===== src/hdl/nss_pkg.sv =====
// Shared constants for the node setup strap decoder.
// Assumes a single 100 MHz system clock and a word-indexed register port.
package nss_pkg;

  // Clock and timing
  localparam int unsigned CLK_PERIOD_NS    = 10;
  localparam int unsigned PRIO_UNIT_NS     = 146000;  // Per-ID priority step at 2.5 Mbps
  localparam int unsigned PRIO_UNIT_CYC    = PRIO_UNIT_NS / CLK_PERIOD_NS;
  localparam int unsigned MCLK_FAST_KHZ    = 40000;   // Master clock that yields 5 Mbps
  localparam int unsigned MCLK_DEF_KHZ     = 20000;

  // Register indices (word addresses)
  localparam logic [3:0] REG_MODE          = 4'h0;
  localparam logic [3:0] REG_PAGE          = 4'h1;
  localparam logic [3:0] REG_TOP_ID        = 4'h2;
  localparam logic [3:0] REG_OWN_ID        = 4'h3;
  localparam logic [3:0] REG_PRESCALE      = 4'h4;
  localparam logic [3:0] REG_STATUS        = 4'h5;

  // Mode register fields
  localparam int unsigned MODE_SRC_MAIN_BIT = 9;      // Page, top ID, prescale source
  localparam int unsigned MODE_SRC_ID_BIT   = 7;      // Own ID source

  // Status register fields
  localparam int unsigned ST_OWN_VALID_BIT  = 15;
  localparam int unsigned ST_INITIATOR_BIT  = 14;
  localparam int unsigned ST_RSVD_RATE_BIT  = 13;
  localparam int unsigned ST_FAST_RATE_BIT  = 12;
  localparam int unsigned ST_DIAG_BIT       = 11;
  localparam int unsigned ST_PRESCALE_LSB   = 8;
  localparam int unsigned ST_PAGE_LSB       = 5;
  localparam int unsigned ST_TOP_LSB        = 0;

  // Reset values
  localparam logic [15:0] MODE_RST         = 16'h0000;
  localparam logic [1:0]  PAGE_RST         = 2'h0;
  localparam logic [4:0]  TOP_ID_RST       = 5'h00;
  localparam logic [4:0]  OWN_ID_RST       = 5'h00;
  localparam logic [2:0]  PRESCALE_RST     = 3'h0;

  // Node ID limits
  localparam logic [4:0]  ID_NONE          = 5'h00;
  localparam logic [4:0]  ID_DIAG_TOP      = 5'h1F;
  localparam logic [4:0]  ID_PRIO_BASE     = 5'h1F;   // Priority slots = base minus own ID

  // Page size codes
  localparam logic [1:0]  PAGE_256         = 2'h0;
  localparam logic [1:0]  PAGE_128         = 2'h1;
  localparam logic [1:0]  PAGE_64          = 2'h2;
  localparam logic [1:0]  PAGE_32          = 2'h3;

  // Prescale codes
  localparam logic [2:0]  PRESCALE_MAX     = 3'h5;    // Above this is reserved
  localparam logic [2:0]  PRESCALE_FAST    = 3'h0;
  localparam logic [8:0]  PRESCALE_BASE    = 9'h008;

  typedef enum logic [1:0] {PW_IDLE, PW_UNIT, PW_DONE} nss_prio_state_t;

endpackage : nss_pkg


===== src/hdl/nss_strap_decoder.sv =====
// Node setup strap decoder: straps, register alternatives, derived controls.
// Assumes board straps, the host strobe and the port 2 receive pin are asynchronous; all else on clk_sys.
//
// The plain strobed port and the address map were chosen for this implementation.
`timescale 1ns/1ps

////////////////////////////////////////////////////////////////////////////////
module nss_strap_decoder
  import nss_pkg::*;
#(
  parameter int unsigned MCLK_KHZ      = MCLK_DEF_KHZ,
  parameter int unsigned PRIO_UNIT_CYCLES = PRIO_UNIT_CYC
) (
  input  wire logic        clk_sys,
  input  wire logic        reset,
  // Register port
  input  wire logic [3:0]  reg_addr,
  input  wire logic [15:0] reg_wdata,
  input  wire logic        reg_wr,
  input  wire logic        reg_rd,
  output logic      [15:0] reg_rdata,
  // Board straps
  input  wire logic        strobe_polarity_strap,
  input  wire logic [1:0]  page_size_strap,
  input  wire logic [4:0]  top_node_id_strap,
  input  wire logic [4:0]  own_node_id_strap,
  input  wire logic        diagnostic_strap_n,
  input  wire logic [2:0]  rate_prescale_strap,
  input  wire logic        line_code_bypass_n,
  input  wire logic        hub_enable_n,
  input  wire logic        optical_mode_n,
  input  wire logic        tx_enable_polarity,
  // Host strobe and port pins
  input  wire logic        host_data_strobe,
  input  wire logic        port2_rx_in,
  // Protocol engine side
  input  wire logic        port1_tx_req,
  input  wire logic        port2_tx_req,
  input  wire logic        tx_pulse,
  input  wire logic [4:0]  token_target_id,
  input  wire logic        prio_wait_start,
  // Decoded controls
  output logic             strobe_asserted,
  output logic      [8:0]  page_bytes,
  output logic      [4:0]  max_nodes,
  output logic      [4:0]  top_node_id,
  output logic      [4:0]  own_node_id,
  output logic             own_id_valid,
  output logic             token_initiator,
  output logic             token_target_ok,
  output logic             prio_wait_busy,
  output logic             prio_wait_done,
  output logic             bit_tick,
  output logic             rate_reserved,
  output logic             cmi_bypass,
  output logic             hub_on,
  output logic             port2_rx_data,
  output logic             port1_tx_enable,
  output logic             port2_tx_enable
);

  //////////////////////////////////////////////////////////////////////////////
  // Synchronisers for pins from outside the clock domain
  localparam int unsigned SYNC_W = 23;
  logic [SYNC_W-1:0] pin_meta_q;
  logic [SYNC_W-1:0] pin_sync_q;
  wire  [SYNC_W-1:0] pin_raw = {host_data_strobe, port2_rx_in, strobe_polarity_strap,
                                page_size_strap, top_node_id_strap, own_node_id_strap,
                                diagnostic_strap_n, rate_prescale_strap, line_code_bypass_n,
                                hub_enable_n, optical_mode_n, tx_enable_polarity};

  // Not reset so the straps settle while reset is held
  always_ff @(posedge clk_sys) begin
    pin_meta_q <= pin_raw;
    pin_sync_q <= pin_meta_q;
  end

  //////////////////////////////////////////////////////////////////////////////
  // Strap capture: frozen outside reset so a wobbling pin cannot retune the node
  logic [20:0] strap_q;

  always_ff @(posedge clk_sys) begin
    if (reset) begin
      strap_q <= pin_sync_q[20:0];
    end
  end

  wire       s_strobe_pol = strap_q[20];
  wire [1:0] s_page       = strap_q[19:18];
  wire [4:0] s_top        = strap_q[17:13];
  wire [4:0] s_own        = strap_q[12:8];
  wire       s_diag_n     = strap_q[7];
  wire [2:0] s_prescale   = strap_q[6:4];
  wire       s_bypass_n   = strap_q[3];
  wire       s_hub_n      = strap_q[2];
  wire       s_optical_n  = strap_q[1];
  wire       s_tx_pol     = strap_q[0];
  wire       strobe_sync  = pin_sync_q[22];
  wire       rx2_sync     = pin_sync_q[21];

  //////////////////////////////////////////////////////////////////////////////
  // Software registers
  logic [15:0] mode_q;
  logic [1:0]  page_q;
  logic [4:0]  top_q;
  logic [4:0]  own_q;
  logic [2:0]  prescale_q;

  always_ff @(posedge clk_sys) begin
    if (reset) begin
      mode_q     <= MODE_RST;
      page_q     <= PAGE_RST;
      top_q      <= TOP_ID_RST;
      own_q      <= OWN_ID_RST;
      prescale_q <= PRESCALE_RST;
    end else if (reg_wr) begin
      case (reg_addr)
        REG_MODE:     mode_q     <= reg_wdata;
        REG_PAGE:     page_q     <= reg_wdata[1:0];
        REG_TOP_ID:   top_q      <= reg_wdata[4:0];
        REG_OWN_ID:   own_q      <= reg_wdata[4:0];
        REG_PRESCALE: prescale_q <= reg_wdata[2:0];
        default:      ;  // Unmapped and read-only writes are dropped
      endcase
    end
  end

  //////////////////////////////////////////////////////////////////////////////
  // Source selection
  wire       src_main = mode_q[MODE_SRC_MAIN_BIT];
  wire       src_id   = mode_q[MODE_SRC_ID_BIT];
  wire [1:0] page_d   = src_main ? page_q : s_page;
  wire [4:0] top_sel  = src_main ? top_q : s_top;
  wire [4:0] top_d    = !s_diag_n ? ID_DIAG_TOP : top_sel;
  wire [4:0] own_d    = src_id ? own_q : s_own;
  wire [2:0] presc_d  = src_main ? prescale_q : s_prescale;
  wire       rsvd_d   = presc_d > PRESCALE_MAX;
  wire       fast_d   = (presc_d == PRESCALE_FAST) && (MCLK_KHZ == MCLK_FAST_KHZ);

  // Page size decode
  logic [8:0] page_bytes_d;
  logic [4:0] max_nodes_d;
  always_comb begin
    case (page_d)
      PAGE_256: {page_bytes_d, max_nodes_d} = {9'h100, 5'h03};
      PAGE_128: {page_bytes_d, max_nodes_d} = {9'h080, 5'h07};
      PAGE_64:  {page_bytes_d, max_nodes_d} = {9'h040, 5'h0F};
      default:  {page_bytes_d, max_nodes_d} = {9'h020, 5'h1F};
    endcase
  end

  //////////////////////////////////////////////////////////////////////////////
  // Registered configuration outputs
  always_ff @(posedge clk_sys) begin
    if (reset) begin
      page_bytes      <= 9'h000;
      max_nodes       <= 5'h00;
      top_node_id     <= ID_NONE;
      own_node_id     <= ID_NONE;
      own_id_valid    <= 1'b0;
      token_initiator <= 1'b0;
      token_target_ok <= 1'b0;
      rate_reserved   <= 1'b0;
      cmi_bypass      <= 1'b0;
      hub_on          <= 1'b0;
      strobe_asserted <= 1'b0;
    end else begin
      page_bytes      <= page_bytes_d;
      max_nodes       <= max_nodes_d;
      top_node_id     <= top_d;
      own_node_id     <= own_d;
      own_id_valid    <= (own_d != ID_NONE) && (own_d <= top_d);
      token_initiator <= (own_d == top_d);
      token_target_ok <= (token_target_id != ID_NONE) && (token_target_id <= top_d);
      rate_reserved   <= rsvd_d;
      cmi_bypass      <= !s_bypass_n;
      hub_on          <= !s_hub_n;
      strobe_asserted <= s_strobe_pol ? !strobe_sync : strobe_sync;
    end
  end

  //////////////////////////////////////////////////////////////////////////////
  // Bit-rate prescaler; reserved codes stop the tick rather than guess a rate
  logic [7:0] div_cnt_q;
  wire  [8:0] div_len = PRESCALE_BASE << presc_d;

  always_ff @(posedge clk_sys) begin
    if (reset || rsvd_d) begin
      div_cnt_q <= 8'h00;
      bit_tick  <= 1'b0;
    end else if ({1'b0, div_cnt_q} == div_len - 9'h001) begin
      div_cnt_q <= 8'h00;
      bit_tick  <= 1'b1;
    end else begin
      div_cnt_q <= div_cnt_q + 8'h01;
      bit_tick  <= 1'b0;
    end
  end

  //////////////////////////////////////////////////////////////////////////////
  // Reconfiguration priority wait
  localparam logic [15:0] UNIT_SLOW = 16'(PRIO_UNIT_CYCLES);
  localparam logic [15:0] UNIT_FAST = 16'(PRIO_UNIT_CYCLES / 2);
  nss_prio_state_t pw_state_q;
  logic [15:0]     unit_cnt_q;
  logic [4:0]      slot_cnt_q;
  wire  [15:0]     unit_len = fast_d ? UNIT_FAST : UNIT_SLOW;

  // Unit length follows the rate live; a rate change mid-wait stretches one step
  always_ff @(posedge clk_sys) begin
    if (reset) begin
      pw_state_q <= PW_IDLE;
      unit_cnt_q <= 16'h0000;
      slot_cnt_q <= 5'h00;
    end else begin
      case (pw_state_q)
        PW_IDLE: begin
          if (prio_wait_start) begin
            unit_cnt_q <= 16'h0000;
            slot_cnt_q <= ID_PRIO_BASE - own_d;
            pw_state_q <= (own_d == ID_PRIO_BASE) ? PW_DONE : PW_UNIT;
          end
        end
        PW_UNIT: begin
          if (unit_cnt_q == unit_len - 16'h0001) begin
            unit_cnt_q <= 16'h0000;
            slot_cnt_q <= slot_cnt_q - 5'h01;
            if (slot_cnt_q == 5'h01) begin
              pw_state_q <= PW_DONE;
            end
          end else begin
            unit_cnt_q <= unit_cnt_q + 16'h0001;
          end
        end
        PW_DONE: pw_state_q <= PW_IDLE;
        default: pw_state_q <= PW_IDLE;
      endcase
    end
  end

  always_ff @(posedge clk_sys) begin
    if (reset) begin
      prio_wait_busy <= 1'b0;
      prio_wait_done <= 1'b0;
    end else begin
      prio_wait_busy <= (pw_state_q == PW_UNIT);
      prio_wait_done <= (pw_state_q == PW_DONE);
    end
  end

  //////////////////////////////////////////////////////////////////////////////
  // Transmit enables and second port
  wire tx1_act = s_optical_n ? port1_tx_req : (port1_tx_req & tx_pulse);
  wire tx2_raw = s_optical_n ? port2_tx_req : (port2_tx_req & tx_pulse);
  wire tx2_act = tx2_raw & !s_hub_n;

  always_ff @(posedge clk_sys) begin
    if (reset) begin
      port1_tx_enable <= 1'b0;
      port2_tx_enable <= 1'b0;
      port2_rx_data   <= 1'b1;
    end else begin
      port1_tx_enable <= s_tx_pol ? tx1_act : !tx1_act;
      port2_tx_enable <= s_tx_pol ? tx2_act : !tx2_act;
      port2_rx_data   <= s_hub_n ? 1'b1 : rx2_sync;      // Idle high when hub is off
    end
  end

  //////////////////////////////////////////////////////////////////////////////
  // Read path: data one cycle after the strobe, zero elsewhere
  always_ff @(posedge clk_sys) begin
    if (reset || !reg_rd) begin
      reg_rdata <= 16'h0000;
    end else begin
      case (reg_addr)
        REG_MODE:     reg_rdata <= mode_q;
        REG_PAGE:     reg_rdata <= {14'h0000, page_q};
        REG_TOP_ID:   reg_rdata <= {11'h000, top_q};
        REG_OWN_ID:   reg_rdata <= {11'h000, own_q};
        REG_PRESCALE: reg_rdata <= {13'h0000, prescale_q};
        REG_STATUS: begin
          reg_rdata                   <= 16'h0000;
          reg_rdata[ST_OWN_VALID_BIT] <= (own_d != ID_NONE) && (own_d <= top_d);
          reg_rdata[ST_INITIATOR_BIT] <= (own_d == top_d);
          reg_rdata[ST_RSVD_RATE_BIT] <= rsvd_d;
          reg_rdata[ST_FAST_RATE_BIT] <= fast_d;
          reg_rdata[ST_DIAG_BIT]      <= !s_diag_n;
          reg_rdata[ST_PRESCALE_LSB+:3] <= presc_d;
          reg_rdata[ST_PAGE_LSB+:2]   <= page_d;
          reg_rdata[ST_TOP_LSB+:5]    <= top_d;
        end
        default:      reg_rdata <= 16'h0000;
      endcase
    end
  end

  // Watch-only counters for spans too long for a delay range
  logic [2:0]  presc_prev_q;
  logic [3:0]  presc_age_q;
  logic [15:0] pw_cyc_q;
  always_ff @(posedge clk_sys) begin
    presc_prev_q <= presc_d;
    presc_age_q  <= (reset || presc_d != presc_prev_q) ? 4'h0 : presc_age_q + 4'(presc_age_q != 4'hF);
    pw_cyc_q     <= (!reset && pw_state_q == PW_UNIT) ? pw_cyc_q + 16'h0001 : 16'h0000;
  end
endmodule : nss_strap_decoder


===== config.mk =====
export PLATFORM = sky130hd
export DESIGN_NAME = nss_strap_decoder
export DESIGN_NICKNAME = d
export VERILOG_FILES = /design/src/hdl/nss_pkg.sv /design/src/hdl/nss_strap_decoder.sv
export SDC_FILE = /design/constraint.sdc
export NUM_CORES = 1
export LEC_CHECK = 0
export BUFFER_PORTS_ARGS = -buffer_cell sky130_fd_sc_hd__buf_2
export CAP_MARGIN = 25
export CORE_ASPECT_RATIO = 1.75
export CORE_UTILIZATION = 37
export CTS_CLUSTER_DIAMETER = 40
export CTS_CLUSTER_SIZE = 24
export DETAILED_ROUTE_END_ITERATION = 8
export GPL_ROUTABILITY_DRIVEN = 0
export PLACE_DENSITY = 0.59
export SYNTH_ARGS = -nofsm -noshare
export SYNTH_HDL_FRONTEND = slang
export SYNTH_SLANG_ARGS = --single-unit

===== constraint.sdc =====
create_clock -name clk_sys -period 3.01 [get_ports clk_sys]
set_input_delay 0.1505 -clock clk_sys [delete_from_list [all_inputs] [get_ports clk_sys]]
set_output_delay 0.1505 -clock clk_sys [all_outputs]
set_load 0.02 [all_outputs]

; Word level (Yosys, flattened, before mapping)
; Cells that the tools add are included.
[classes]
add_sub_neg = 5
magnitude_cmp = 3
eq_ne = 17
n_shift = 1
mux = 25
bitwise = 3
n_reduce_logical = 27
[ops]
columns = cell, count
row1 = case mux 16 bit (6 select lines), 1
row2 = two-way mux 16 bit, 2
row3 = case mux 16 bit (2 select lines), 1
row4 = case mux 9 bit (3 select lines), 1
row5 = two-way mux 5 bit, 5
row6 = adder 16 x 1 -> 16 bit (second input constant), 1
row7 = equality test 16 x 14 -> 1 bit (second input constant), 1
row8 = case mux 5 bit (3 select lines), 1
row9 = AND reduction 2 bit, 6
row10 = <= comparator 5 bit, 2
row11 = two-way mux 2 bit, 5
row12 = case mux 5 bit (2 select lines), 1
row13 = nonzero test 5 bit, 2
row14 = equality test 8 x 9 -> 1 bit, 1
row15 = << shifter 4 x 3 -> 9 bit (first input constant), 1
row16 = subtractor 9 x 1 -> 9 bit (second input constant), 1
row17 = adder 8 x 1 -> 8 bit (second input constant), 1
row18 = equality test 4 x 2 -> 1 bit (second input constant), 2
row19 = equality test 4 x 3 -> 1 bit (second input constant), 2
row20 = zero test 1 bit, 7
row21 = two-way mux 1 bit, 6
row22 = inequality test 2 bit (second input constant), 3
row23 = AND reduction 3 bit, 2
row24 = equality test 5 x 1 -> 1 bit (second input constant), 1
row25 = other kinds (17), 25
[totals]
ff_bits = 182
inputBits = 56
out_inout_bits = 53
elab_cells = 111

; Logic depth before layout (Yosys ltp)
[logic_depth]
ltp_word = 5
depth_mapped = 10
mapped_depth_nobuf = 8

; Worst setup path before layout
; Ideal clock, no wire load.
[synth_path]
path_kind = register to register
startpoint = register mode_q[9]
endpoint = register reg_rdata[15]
setup_ns = 0.128
arrival_time_ns = 2.004
required_time_ns = 2.882
setup_slack_ns = 0.878
stages_incl_launch_ff = 9
path_buffers = 2
synth_period_minus_slack_ns = 2.132
cell_sequence = dfxtp_1 > buf_6 > buf_2 > nor2b_1 > a211oi_1 > ha_1 > and4_1 > a211oi_1 > o31ai_1
[synth_between]
elab_chain_cells = 5
[synth_lines]
columns = item, line
row1 = from (decl), nss_strap_decoder.sv:103  ; logic [15:0] mode_q;
row2 = from (signal assigned), nss_strap_decoder.sv:118  ; REG_MODE: mode_q <= reg_wdata;
row3 = two-way mux 5 bit, nss_strap_decoder.sv:133  ; wire [4:0] top_sel = src_main ? top_q : s_top;
row4 = two-way mux 5 bit, nss_strap_decoder.sv:134  ; wire [4:0] top_d = !s_diag_n ? ID_DIAG_TOP : top_sel;
row5 = <= comparator 5 bit, nss_strap_decoder.sv:283  ; reg_rdata[ST_OWN_VALID_BIT] <= (own_d != ID_NONE) && (own_d <= top_d);
row6 = logical AND 1 bit, nss_strap_decoder.sv:283
row7 = case mux 16 bit (6 select lines), nss_strap_decoder.sv:275  ; case (reg_addr)
row8 = to (signal assigned), nss_strap_decoder.sv:276  ; REG_MODE: reg_rdata <= mode_q;
row9 = "to (signal, indexed assignment)", nss_strap_decoder.sv:283
row10 = "to (signal, indexed assignment)", nss_strap_decoder.sv:284  ; reg_rdata[ST_INITIATOR_BIT] <= (own_d == top_d);
row11 = to (decl), nss_strap_decoder.sv:21  ; output logic [15:0] reg_rdata,
; Every way passes these cells.
; A chain may end at the register's enable or synchronous reset.

; Worst setup path after layout
; Ends and elaborated chain as after synthesis.

==> qor.yml <==
yosys:
  synth-seq-cells: 175
  syn_area_mm2: 0.00638
  synth_edf_count: 21
  ys.flop_type: "dfxtp_1"
  yosys_warnings: 0
  yosysTopAreaCellShare_pct: 48.3
  synth_top_area_cell: "dfxtp_1"
  synth_area_leaders: "dfxtp_1 (48%), edfxtp_1 (9.9%), nand2_1 (4.0%), nor2_1 (3.8%), a21oi_1 (3.2%)"
  seq_area_frac_synth_pct: 58.2
  synthDistinctLibCells: 58
  synthArstFlopShare_pct: 0
  syn_inst: 622
  avgSynthCellArea_um2: 10.3
critical_path:
  cp_num_buf_inv: 1
  required_ps: 3340
  reg2reg_depth: 8
  arrival_ps: 2900
  path_cells: "buf_12 > nor2b_1 > a211oi_1 > ha_1 > a41o_1 > a31oi_1 > a211oi_1 > o31ai_1"
  worst-path-stages: 8
  criticalPathCategory: "flip-flop to flip-flop"
  reg2reg_to: "reg_rdata[15]"
  critical_path.most_common_cell: "a211oi_1"
  r2r_slack_ps: 440
  cp_max_fo: 13
  critPathCapture: "reg_rdata[15]"
  end_kind: "flip-flop"
  cp_top_family: "compound AO/OA/AOI/OAI gates"
  slowest_delay_ps: 670
  r2r-start: "mode_q[9]"
  cp_slowest_cell: "dfxtp_1"
  crit_start: "mode_q[9]"
  cp-start-kind: "flip-flop"
sta:
  finalSetupViolations: 0
  slew_headroom_pct: 39.8
  tns_ps: 0
  fin_skew_ps: 8.12
  tightest_slew_ps: 903
  maxSlewViolCount: 0
  grt_setup_unrepaired: "no"
  timing.final.crit_share_pct: 85.5
  whs_ps: 27.8
  fin_crit_ps: 2570
  finalHoldViolCount: 0
  fmax_ghz: 0.388
detailed_routing:
  via_per_inst: 4.95
  drt-initial-drc-count: 265
  met3_length_um: 727
  dr_total_vias: 4935
  wl_um: 15300
  ant_nets: 0
  top_layer: "met4"
  wl_met1_um: 5900
  firstDrtPassIters: 5
  drc: 0
  avgRoutedWirePerCell_um: 15.4
  met2_wirelength_um: 8150
final_layout:
  most-common-layout-cells: "dfxtp_1 (154), buf_2 (103), nand2_1 (68), nor2_1 (64), a21oi_1 (41)"
  drive_above_1_share_pct: 19.9
  regArea_mm2: 0.00371
  syn_to_final_growth_pct: 25.8
  n_fill_cell: 1613
  final_common_cell: "dfxtp_1"
  multi_input_area_mm2: 0.00247
  fin_nets: 821
power:
  power.density_mw_per_mm2: 628
  p_leak_uw: 0.00319
  vdd_drop_max_uv: 372
floorplan:
  ioPinCount: 109
  fp.dieH_um: 176
  die_x_um: 101
  dieArea_mm2: 0.0178
  core_mm2: 0.0169
  initial_core_util_pct: 37.7
  rows: 63
clocking:
  cts.sinks: 175
  post_cts_buffers: 0
  path_clk_slew_ps: 70
  clock_latency_ps: 420
  cts.path.max_buffers: 2
  post_cts_resized: 0
  cts_hold_buf: 38
  htreeDepth: 4
  cts_buffers: 17
  cts_tree: "done"
  cts-root-buf: "clkbuf_16"
global_routing:
  grt_max_degree: 83
  track_usage_pct: 17.9
  grt-ovfl-total: 0
  antenna_found_initial: 1
  grt_pass1_vias: 4957
  grt_pass1_wl_um: 24200
hold_path:
  hp-class: "input pin to flip-flop"
run:
  max_cap_viol_count: 0
placed_design:
  port_buffers: 103
  hpwl_um: 10900
run_status:
  status: "complete, no violations"
==> stage by stage <==
stage | std cells | util (%) | worst slack [ps] | instance area [um^2] | power (uW)
after floorplan | 626 | - | 878 | 6400 | 2800
after global placement | 926 | 41.8 | 594 | 7080 | 2920
after detailed placement | 926 | 41.8 | 498 | 7080 | 2940
after CTS | 995 | 47.4 | 480 | 8030 | 5110
after global routing | 995 | 47.4 | 295 | 8030 | 5250
final | 996 | 47.4 | 436 | 8030 | 5040
==> flip-flops by register name (all words and copies together) (netlist names), 4 cells and up <==
name and count:
reg_rdata 16, own_node_id 5, pin_sync_q 23, mode_q 16, page_bytes 4, div_cnt_q 8
strap_q 21, top_node_id 5, top_q 5, pin_meta_q 23, own_q 5, unit_cnt_q 16
slot_cnt_q 5
==> cell families (layout without fill, tap and decap cells) <==
group,count (synthesis),count (layout),share of synthesized area [%]
AOI/OAI and AO/OA,103,103,10.4
muxes,31,31,5.14
other,1,6,0.0588
adders and majority gates,9,9,1.76
buffers and inverters,46,188,3.41
xor gates and xnor gates,23,23,3.16
and+or+nand+nor,234,234,17.9
DFF,175,175,58.2
==> final cells by class <==
type,instances,share of cell area [%]
clock inverter,13,1.71
clock buffer,18,5.35
multi-input combinational,405,30.7
timing repair buffer,148,12.0
inverter,9,0.421
tap,227,3.54
sequential,175,46.3
antenna,1,0.0312
==> metal layers <==
layer | track usage (%) | vias up
met3 | 5.33 | 35
li1 | - | 2439
met1 | 18.2 | 2306
met4 | 10.2 | 0
met5 | 0 | -
met2 | 31.9 | 155
==> tightest hold or removal path, delay by kind of cell <==
family | cells | cell delay [ps]
simple gates | 1 | 70
buf+inv | 1 | 130
compound gates | 1 | 50
==> how the worst min path moves through the flow <==
stage / startpoint / slack, ps / cells after the start / to
global placement: host_data_strobe / 250 / 1 / pin_meta_q[22]
detailed placement: top_node_id_strap[3] / 250 / 1 / pin_meta_q[16]
floorplan: tx_enable_polarity / 180 / 0 / pin_meta_q[0]
global route: reg_wdata[0] / 10 / 3 / top_q[0]
CTS: reg_wdata[0] / 4 / 3 / top_q[0]
finish: reg_wdata[0] / 30 / 3 / top_q[0]
==> power by group <==
part	switching (uW)	leakage [uW]	total, uW	internal (uW)
clock	899	0.000266	2120	1220
combinational	244	0.00145	418	174
sequential	47.4	0.00147	2510	2460
total	1190	0.00319	5040	3850
==> Yosys cell counts, types with 7 or more instances <==
| cell | count |
|---|---|
| inv_1 | 9 |
| dfxtp_1 | 154 |
| buf_4 | 7 |
| xnor2_1 | 10 |
| edfxtp_1 | 21 |
| nor3_1 | 19 |
| xor2_1 | 13 |
| a22oi_1 | 7 |
| mux2_2 | 10 |
| a21oi_1 | 41 |
| ha_1 | 9 |
| clkbuf_1 | 24 |
| mux2i_1 | 20 |
| and3_1 | 11 |
| o21ai_0 | 15 |
| nor2_1 | 64 |
| nand2_1 | 68 |
| nand3_1 | 27 |
Note: power is estimated with default switching activity, not from simulation.
